===== src/motion_event_pkg.sv =====
// Package: register map, field layout and carrier types of the motion event generators
package motion_event_pkg;
	// ----------------------------------------
	// Register offsets
	// ----------------------------------------
	localparam logic [7:0] GEN1_CONFIG_ADDR = 8'h30;
	localparam logic [7:0] GEN1_FLAGS_ADDR = 8'h31;
	localparam logic [7:0] GEN1_THRESHOLD_ADDR = 8'h32;
	localparam logic [7:0] GEN1_DURATION_ADDR = 8'h33;
	localparam logic [7:0] GEN2_CONFIG_ADDR = 8'h34;
	localparam logic [7:0] GEN2_FLAGS_ADDR = 8'h35;
	localparam logic [7:0] GEN2_THRESHOLD_ADDR = 8'h36;
	localparam logic [7:0] GEN2_DURATION_ADDR = 8'h37;
	localparam logic [7:0] GEN_ADDR_STRIDE = 8'h04;

	// ----------------------------------------
	// Field layout and reset values
	// ----------------------------------------
	localparam int FIELD_W = 7;
	localparam logic [7:0] REG_RESET = 8'h00;
	localparam logic [1:0] ROUTE_OWN = 2'h0;
	localparam logic [1:0] ROUTE_EITHER = 2'h1;
	localparam logic [1:0] ROUTE_DATA_READY = 2'h2;
	localparam logic [1:0] ROUTE_BOOT = 2'h3;

	// Configuration register, bit 7 down to bit 0
	typedef struct packed {
		logic and_or_select;
		logic six_direction_enable;
		logic z_high_enable;
		logic z_low_enable;
		logic y_high_enable;
		logic y_low_enable;
		logic x_high_enable;
		logic x_low_enable;
	} gen_config_t;

	// Source register, bit 7 down to bit 0
	typedef struct packed {
		logic zero_bit;
		logic event_active;
		logic z_high_flag;
		logic z_low_flag;
		logic y_high_flag;
		logic y_low_flag;
		logic x_high_flag;
		logic x_low_flag;
	} gen_flags_t;

	// One output sample of the three axes, two's complement
	typedef struct packed {
		logic sample_valid;
		logic signed [15:0] x;
		logic signed [15:0] y;
		logic signed [15:0] z;
	} axis_sample_t;
endpackage : motion_event_pkg


===== src/motion_event_unit.sv =====
// One motion event generator: compare, combine, duration count and source flags
module motion_event_unit #(
	parameter int SAMPLE_W = 16
) (
	input wire logic i_core_clk,
	input wire logic i_rst_b,
	input wire motion_event_pkg::axis_sample_t i_sample,
	input wire logic [1:0] i_full_scale,
	input wire motion_event_pkg::gen_config_t i_config,
	input wire logic [6:0] i_threshold_level,
	input wire logic [6:0] i_min_duration_count,
	input wire logic i_latch_enable,
	input wire logic i_flags_read,
	output logic [7:0] o_flags,
	output logic o_event
);
	// ----------------------------------------
	// Threshold compare
	// ----------------------------------------
	logic [SAMPLE_W-1:0] mag [3];
	logic [SAMPLE_W-1:0] thr_scaled;
	logic [5:0] raw_hl;
	logic [5:0] enables;
	logic [5:0] hits;
	logic combined;

	// Scaled magnitude compare
	// One step is 256 codes shifted right by the full-scale setting (1/128 of full scale at setting 0), so the shift tracks the selected range
	always_comb begin
		thr_scaled = SAMPLE_W'({i_threshold_level, 8'h00} >> i_full_scale);
	end

	genvar ax;
	generate
		for (ax = 0; ax < 3; ax++) begin : g_axis
			logic signed [SAMPLE_W-1:0] s;
			assign s = (ax == 0) ? i_sample.x : (ax == 1) ? i_sample.y : i_sample.z;
			assign mag[ax] = s[SAMPLE_W-1] ? SAMPLE_W'(-s) : s;
			// High compare
			assign raw_hl[2*ax+1] = mag[ax] > thr_scaled;
			// Low compare
			assign raw_hl[2*ax] = mag[ax] < thr_scaled;
		end
	endgenerate

	// Disabled axes masked
	assign enables = i_config[5:0];
	assign hits = raw_hl & enables;

	// Event combine
	always_comb begin
		unique case ({i_config.and_or_select, i_config.six_direction_enable})
			2'h0: combined = |hits;
			2'h2: combined = (enables != 6'h00) && ((raw_hl & enables) == enables);
			// Six direction: exactly one enabled high or low condition met
			default: combined = (enables != 6'h00) && ($countones(hits) == 1);
		endcase
	end

	// ----------------------------------------
	// Duration and flags
	// ----------------------------------------
	logic [6:0] dur_ff;
	logic [5:0] last_hits_ff;
	logic recognised;
	logic [5:0] det_hits;

	// Duration per sample
	always_ff @(posedge i_core_clk or negedge i_rst_b) begin
		if (!i_rst_b) begin
			dur_ff <= 7'h00;
			last_hits_ff <= 6'h00;
		end else if (i_sample.sample_valid) begin
			last_hits_ff <= hits;
			// Movement mode restarts the count when the direction changes
			if (!combined || (i_config.six_direction_enable && !i_config.and_or_select && hits != last_hits_ff))
				dur_ff <= 7'h00;
			else if (dur_ff != 7'h7F)
				dur_ff <= dur_ff + 7'h01;
		end
	end

	assign recognised = i_sample.sample_valid && combined && (dur_ff >= i_min_duration_count);
	assign det_hits = recognised ? hits : 6'h00;

	// Source flag update
	always_ff @(posedge i_core_clk or negedge i_rst_b) begin
		if (!i_rst_b) begin
			o_flags <= 8'h00;
			o_event <= 1'b0;
		end else if (i_latch_enable) begin
			// A new event wins over the read that would clear it
			if (recognised) begin
				o_flags <= {1'b0, 1'b1, (i_flags_read ? 6'h00 : o_flags[5:0]) | det_hits};
				o_event <= 1'b1;
			end else if (i_flags_read) begin
				o_flags <= 8'h00;
				o_event <= 1'b0;
			end
		end else if (i_sample.sample_valid) begin
			o_flags <= {1'b0, recognised, det_hits};
			o_event <= recognised;
		end else if (i_flags_read) begin
			o_flags[6] <= 1'b0;
			o_event <= 1'b0;
		end
	end
endmodule : motion_event_unit


===== src/dual_motion_event_generator.sv =====
// Top: register file of two motion event generators and interrupt pad routing
// Contract
// No six-direction: combine select 0 ORs enabled conditions, 1 ANDs them.
// Six-direction set: combine select 0 movement, 1 position recognition.
// High enable 1 requests event when axis magnitude exceeds threshold.
// Low enable 1 requests event when axis magnitude is below threshold.
// Enable 0 blocks that axis from any request.
// Configuration registers reset to zero: OR mode, all axes off.
// Active bit is 1 once an event has been generated.
// Six per-axis flags report their events, reset to zero.
// Source register read-only, bit 7 reads zero, writes ignored.
// Reading source clears active bit and deasserts its pad.
// Latched contents stay frozen until the source register is read; code ORs in flags of later events.
// Threshold is seven bits, resets zero, bit 7 reads zero.
// Minimum duration seven bits, resets zero, counted in output samples.
// Second generator duplicates the first with its own registers.
// Per-generator latch control holds flags until read; resets zero. Code takes it from inputs i_gen1_latch_enable/i_gen2_latch_enable, no reset.
// Two-bit pad route: own, OR of both, data ready, boot.
// Duration counts samples while condition holds; zero recognises at once.
// Threshold scaled by full scale; high and low share it.
module dual_motion_event_generator #(
	parameter int SAMPLE_W = 16
) (
	input wire logic i_core_clk,
	input wire logic i_rst_b,
	input wire logic [7:0] i_reg_addr,
	input wire logic [7:0] i_reg_wdata,
	input wire logic i_reg_write,
	input wire logic i_reg_read,
	input wire motion_event_pkg::axis_sample_t i_sample,
	input wire logic [1:0] i_full_scale,
	input wire logic i_gen1_latch_enable,
	input wire logic i_gen2_latch_enable,
	input wire logic [1:0] i_pad1_route_select,
	input wire logic [1:0] i_pad2_route_select,
	input wire logic i_data_ready,
	input wire logic i_boot_running,
	output logic [7:0] o_reg_rdata,
	output logic o_int1_pad,
	output logic o_int2_pad
);
	// ----------------------------------------
	// Registers
	// ----------------------------------------
	motion_event_pkg::gen_config_t config_ff [2];
	logic [6:0] threshold_ff [2];
	logic [6:0] duration_ff [2];
	logic [7:0] flags [2];
	logic [1:0] gen_event;
	logic [1:0] flags_read;
	logic [1:0] latch_en;

	assign latch_en = {i_gen2_latch_enable, i_gen1_latch_enable};

	// Two identical generators
	genvar g;
	generate
		for (g = 0; g < 2; g++) begin : g_gen
			localparam logic [7:0] BASE = motion_event_pkg::GEN1_CONFIG_ADDR
				+ 8'(g) * motion_event_pkg::GEN_ADDR_STRIDE;
			localparam logic [7:0] FLAGS_A = BASE + 8'h01;
			localparam logic [7:0] THR_A = BASE + 8'h02;
			localparam logic [7:0] DUR_A = BASE + 8'h03;

			// Read strobe clears
			assign flags_read[g] = i_reg_read && (i_reg_addr == FLAGS_A);

			// Writable fields
			// Source address takes no write
			always_ff @(posedge i_core_clk or negedge i_rst_b) begin
				if (!i_rst_b) begin
					config_ff[g] <= motion_event_pkg::REG_RESET;
					threshold_ff[g] <= 7'h00;
					duration_ff[g] <= 7'h00;
				end else if (i_reg_write) begin
					if (i_reg_addr == BASE)
						config_ff[g] <= i_reg_wdata;
					if (i_reg_addr == THR_A)
						threshold_ff[g] <= i_reg_wdata[motion_event_pkg::FIELD_W-1:0];
					if (i_reg_addr == DUR_A)
						duration_ff[g] <= i_reg_wdata[motion_event_pkg::FIELD_W-1:0];
				end
			end

			motion_event_unit #(
				.SAMPLE_W(SAMPLE_W)
			) u_unit (
				.i_core_clk(i_core_clk),
				.i_rst_b(i_rst_b),
				.i_sample(i_sample),
				.i_full_scale(i_full_scale),
				.i_config(config_ff[g]),
				.i_threshold_level(threshold_ff[g]),
				.i_min_duration_count(duration_ff[g]),
				.i_latch_enable(latch_en[g]),
				.i_flags_read(flags_read[g]),
				.o_flags(flags[g]),
				.o_event(gen_event[g])
			);
		end
	endgenerate

	// ----------------------------------------
	// Read path
	// ----------------------------------------
	logic [7:0] nxt_rdata;

	// Unmapped addresses read zero so the block can share the address space
	always_comb begin
		unique case (i_reg_addr)
			motion_event_pkg::GEN1_CONFIG_ADDR: nxt_rdata = config_ff[0];
			// Top bit zero
			motion_event_pkg::GEN1_FLAGS_ADDR: nxt_rdata = {1'b0, flags[0][6:0]};
			// Top bit zero
			motion_event_pkg::GEN1_THRESHOLD_ADDR: nxt_rdata = {1'b0, threshold_ff[0]};
			motion_event_pkg::GEN1_DURATION_ADDR: nxt_rdata = {1'b0, duration_ff[0]};
			motion_event_pkg::GEN2_CONFIG_ADDR: nxt_rdata = config_ff[1];
			motion_event_pkg::GEN2_FLAGS_ADDR: nxt_rdata = {1'b0, flags[1][6:0]};
			motion_event_pkg::GEN2_THRESHOLD_ADDR: nxt_rdata = {1'b0, threshold_ff[1]};
			motion_event_pkg::GEN2_DURATION_ADDR: nxt_rdata = {1'b0, duration_ff[1]};
			default: nxt_rdata = motion_event_pkg::REG_RESET;
		endcase
	end

	always_ff @(posedge i_core_clk or negedge i_rst_b) begin
		if (!i_rst_b)
			o_reg_rdata <= motion_event_pkg::REG_RESET;
		else if (i_reg_read)
			o_reg_rdata <= nxt_rdata;
	end

	// ----------------------------------------
	// Pad routing
	// ----------------------------------------
	function automatic logic route(input logic [1:0] sel, input logic own, input logic either,
		input logic dr, input logic boot);
		unique case (sel)
			motion_event_pkg::ROUTE_OWN: route = own;
			motion_event_pkg::ROUTE_EITHER: route = either;
			motion_event_pkg::ROUTE_DATA_READY: route = dr;
			motion_event_pkg::ROUTE_BOOT: route = boot;
		endcase
	endfunction : route

	// Pad source select
	always_ff @(posedge i_core_clk or negedge i_rst_b) begin
		if (!i_rst_b) begin
			o_int1_pad <= 1'b0;
			o_int2_pad <= 1'b0;
		end else begin
			o_int1_pad <= route(i_pad1_route_select, gen_event[0], |gen_event, i_data_ready, i_boot_running);
			o_int2_pad <= route(i_pad2_route_select, gen_event[1], |gen_event, i_data_ready, i_boot_running);
		end
	end
endmodule : dual_motion_event_generator


===== config.mk =====
export PLATFORM = sky130hd
export DESIGN_NAME = dual_motion_event_generator
export DESIGN_NICKNAME = d
export VERILOG_FILES = /design/src/motion_event_pkg.sv /design/src/motion_event_unit.sv /design/src/dual_motion_event_generator.sv
export SDC_FILE = /design/constraint.sdc
export NUM_CORES = 1
export LEC_CHECK = 0
export ABC_AREA = 1
export BUFFER_PORTS_ARGS = -buffer_cell sky130_fd_sc_hd__buf_2
export CAP_MARGIN = 20
export CORE_AREA = 5 5 122 124
export DETAILED_ROUTE_END_ITERATION = 10
export DIE_AREA = 0 0 127 129
export HOLD_SLACK_MARGIN = 0.06
export PLACE_DENSITY = 0.82
export SLEW_MARGIN = 25
export SYNTH_ARGS = -nofsm -noshare
export SYNTH_HDL_FRONTEND = slang
export SYNTH_SLANG_ARGS = --single-unit

===== constraint.sdc =====
create_clock -name i_core_clk -period 7.3 [get_ports i_core_clk]
set_input_delay 0.73 -clock i_core_clk [delete_from_list [all_inputs] [get_ports i_core_clk]]
set_output_delay 0.73 -clock i_core_clk [all_outputs]
set_load 0.05 [all_outputs]

==> flow_metrics.py <==
metrics = {
    "drt": {
        "vias": 8363,
        "ant_nets": 0,
        "avgViaCountPerCell": 5.53,
        "drcViolationCount": 0,
        "wl_per_cell_um": 14.9,
        "drtPass1Iterations": 7,
        "drt-total-wl_um": 22500,
        "drt_iter0_drc": 802,
    },
    "timing": {
        "setup_viol": 0,
        "period_share": 0.740,
        "worstMarginPinSlew_ns": 1.01,
        "rsz0062_at_grt": "false",
        "slew_violations": 0,
        "clock.fmax_mhz": 185,
        "fin_setup_tns_ns": 0,
        "fin_crit_ns": 5.40,
        "timing_hold_violations_final": 0,
        "worst_slack_ns": 1.90,
        "clock_skew_ns": 0.00741,
        "relSlewSlack": 0.324,
        "holdWs_ns": 0.259,
    },
    "floorplanning": {
        "io_pins": 89,
        "initial_core_util": 0.630,
        "fp.dieArea_um2": 16400,
        "die_x_um": 127,
        "rows": 43,
        "core-area_um2": 13700,
        "die_y_um": 129,
    },
    "final_layout": {
        "final_common_cell": "nand2_1",
        "area_growth_pct": 10.6,
        "drive_above_1_share": 0.115,
        "layout.nets": 1503,
        "final_cell_mix": "nand2_1, inv_1, o21ai_0",
        "fin_area_um2": 9520,
        "layoutNonFillerInstCount": 1512,
        "utilization": 0.697,
        "antenna_cells": 0,
    },
    "logic_synthesis": {
        "yosysWarnings": 0,
        "syn_area_per_cell_um2": 6.90,
        "synth_top_area_frac": 0.279,
        "synth_area_leader_cell": "dfrtp_1",
        "synth_nets": 1423,
        "ys_seq_elements": 96,
        "syn_inst": 1247,
        "synthArstFlopShare": 1.00,
        "synth_edf_count": 0,
        "ys_top_cells_by_area": "dfrtp_1, nand2_1, ha_1",
        "yosysSeqAreaShare": 0.279,
        "synthFlopType": "dfrtp_1",
        "ys_types": 53,
        "syn-cell-area_um2": 8600,
    },
    "cts": {
        "holdBufCountCts": 0,
        "numClockSinks": 96,
        "cts_root_buffer": "clkbuf_16",
        "clk_path_buf_depth": 2,
        "clk_latency_ns": 0.35,
        "cts_resized": 0,
        "clk_pin_slew_worst_paths_ns": 0.06,
        "cts_tree": "built",
        "cts_setup_buffers": 0,
        "cts_buffers": 9,
        "htree_num_levels": 3,
    },
    "grt": {
        "grt_max_degree": 76,
        "antenna_found_initial": 0,
        "grt_pass1_vias": 7549,
        "grt_usage": 0.275,
        "grt_pass1_wl_um": 36300,
        "grt_remaining_overflow": 0,
    },
    "critical_path": {
        "crit_type": "input port to register",
        "cp_common_cell": "nand2_1",
        "crit_required_ns": 7.58,
        "worstSetupStartpointType": "input port",
        "cpMaxStageDelayCell": "o31ai_1",
        "crit_fanout": 9,
        "slowest_delay_ns": 0.39,
        "critPathCaptureType": "register",
        "crit_arrival_ns": 5.68,
    },
    "power": {
        "power_density_nw_per_um2": 155,
        "max-vdd-ir-drop_mv": 0.124,
        "p_total_mw": 1.47,
        "power.leakage_nw": 5.04,
    },
    "place": {
        "gp_congestion": 0.978,
        "dp_hpwl_um": 17800,
        "dp.cells": 1495,
        "dp_slack_ns": 1.69,
        "io_buffers": 88,
        "place_area_um2": 9180,
    },
    "hold_path": {
        "hp-class": "input port to async pin",
    },
    "flow_run": {
        "drv_cap": 0,
    },
    "outcome": {
        "status": "finished clean",
    },
}
==> per-layer routing <==
| layer | GRT usage | part of all wire |
|---|---|---|
| met3 | 0.0374 | 0.073 |
| met4 | 0.0599 | 0.016 |
| met5 | 0 | 0 |
| met2 | 0.460 | 0.47 |
| met1 | 0.383 | 0.45 |
==> cells in the mapped netlist (all sizes together), types with 10 or more instances <==
| cell | number |
|---|---|
| inv | 182 |
| nand4 | 16 |
| a221oi | 10 |
| o21ai | 105 |
| nand3 | 84 |
| nor3 | 15 |
| xor2 | 29 |
| dfrtp | 96 |
| nor2 | 106 |
| nand2 | 378 |
| ha | 93 |
| clkbuf | 15 |
| xnor2 | 14 |
| a21oi | 30 |
==> power by group <==
group | internal (mW) | switching, mW | leakage (nW) | total (mW)
sequential | 0.557 | 0.0254 | 1.33 | 0.582
clock | 0.280 | 0.214 | 0.155 | 0.494
combinational | 0.143 | 0.255 | 3.56 | 0.398
==> critical path: cells and delay by family <==
kind / cells / cell delay (ns)
XOR/XNOR: 1 / 0.18
AND/OR/NAND/NOR: 18 / 2.18
buffers and inverters: 6 / 0.50
adder cells (fa/ha/maj): 5 / 1.40
AO/OA/AOI/OAI: 3 / 0.65
==> layout make-up <==
cell class | instances | area (µm²)
multi-input cells | 947 | 5410
fillers | 1229 | 4150
flip-flops and latches | 96 | 2400
inverters | 183 | 694
repair buffers | 90 | 470
clock buffers | 10 | 239
well taps | 180 | 225
clock inverters | 6 | 76.3
==> sequential cells by signal, summed over array words and instances (netlist names) <==
name and flops:
o_int1_pad 1, threshold_ff 14, g_gen.u_unit.last_hits_ff 12, duration_ff 14, g_gen.u_unit.o_flags 14, g_gen.u_unit.o_event 2
o_reg_rdata 8, o_int2_pad 1, config_ff 16, g_gen.u_unit.dur_ff 14
==> path summary, 6_finish.rpt <==
kind	cells past startpoint	to	start	slack, ns
min in group i_core_clk	2	o_reg_rdata[0]	o_reg_rdata[0]	0.48
worst max register to register	23	g_gen[0].u_unit.o_flags[1]	threshold_ff[12]	2.46
max in group asynchronous	3	g_gen[1].u_unit.o_flags[0]	i_rst_b	6.06
worst min-delay path	1	g_gen[0].u_unit.dur_ff[5]	i_rst_b	0.26
worst min register to register	2	o_reg_rdata[0]	o_reg_rdata[0]	0.48
worst max-delay path	33	g_gen[0].u_unit.o_flags[1]	i_sample[32]	1.90
==> cells by family (layout without fill, tap and decap cells) <==
kind of cell,Yosys count,in the layout,share of synthesized area
compound gates,180,180,0.119
xor+xnor,43,43,0.0438
fa+ha+maj,97,97,0.145
buf+inv,204,289,0.0919
flops,96,96,0.279
mux,3,3,0.00349
simple gates,624,624,0.318
Note: power is estimated with default switching activity, not from simulation.
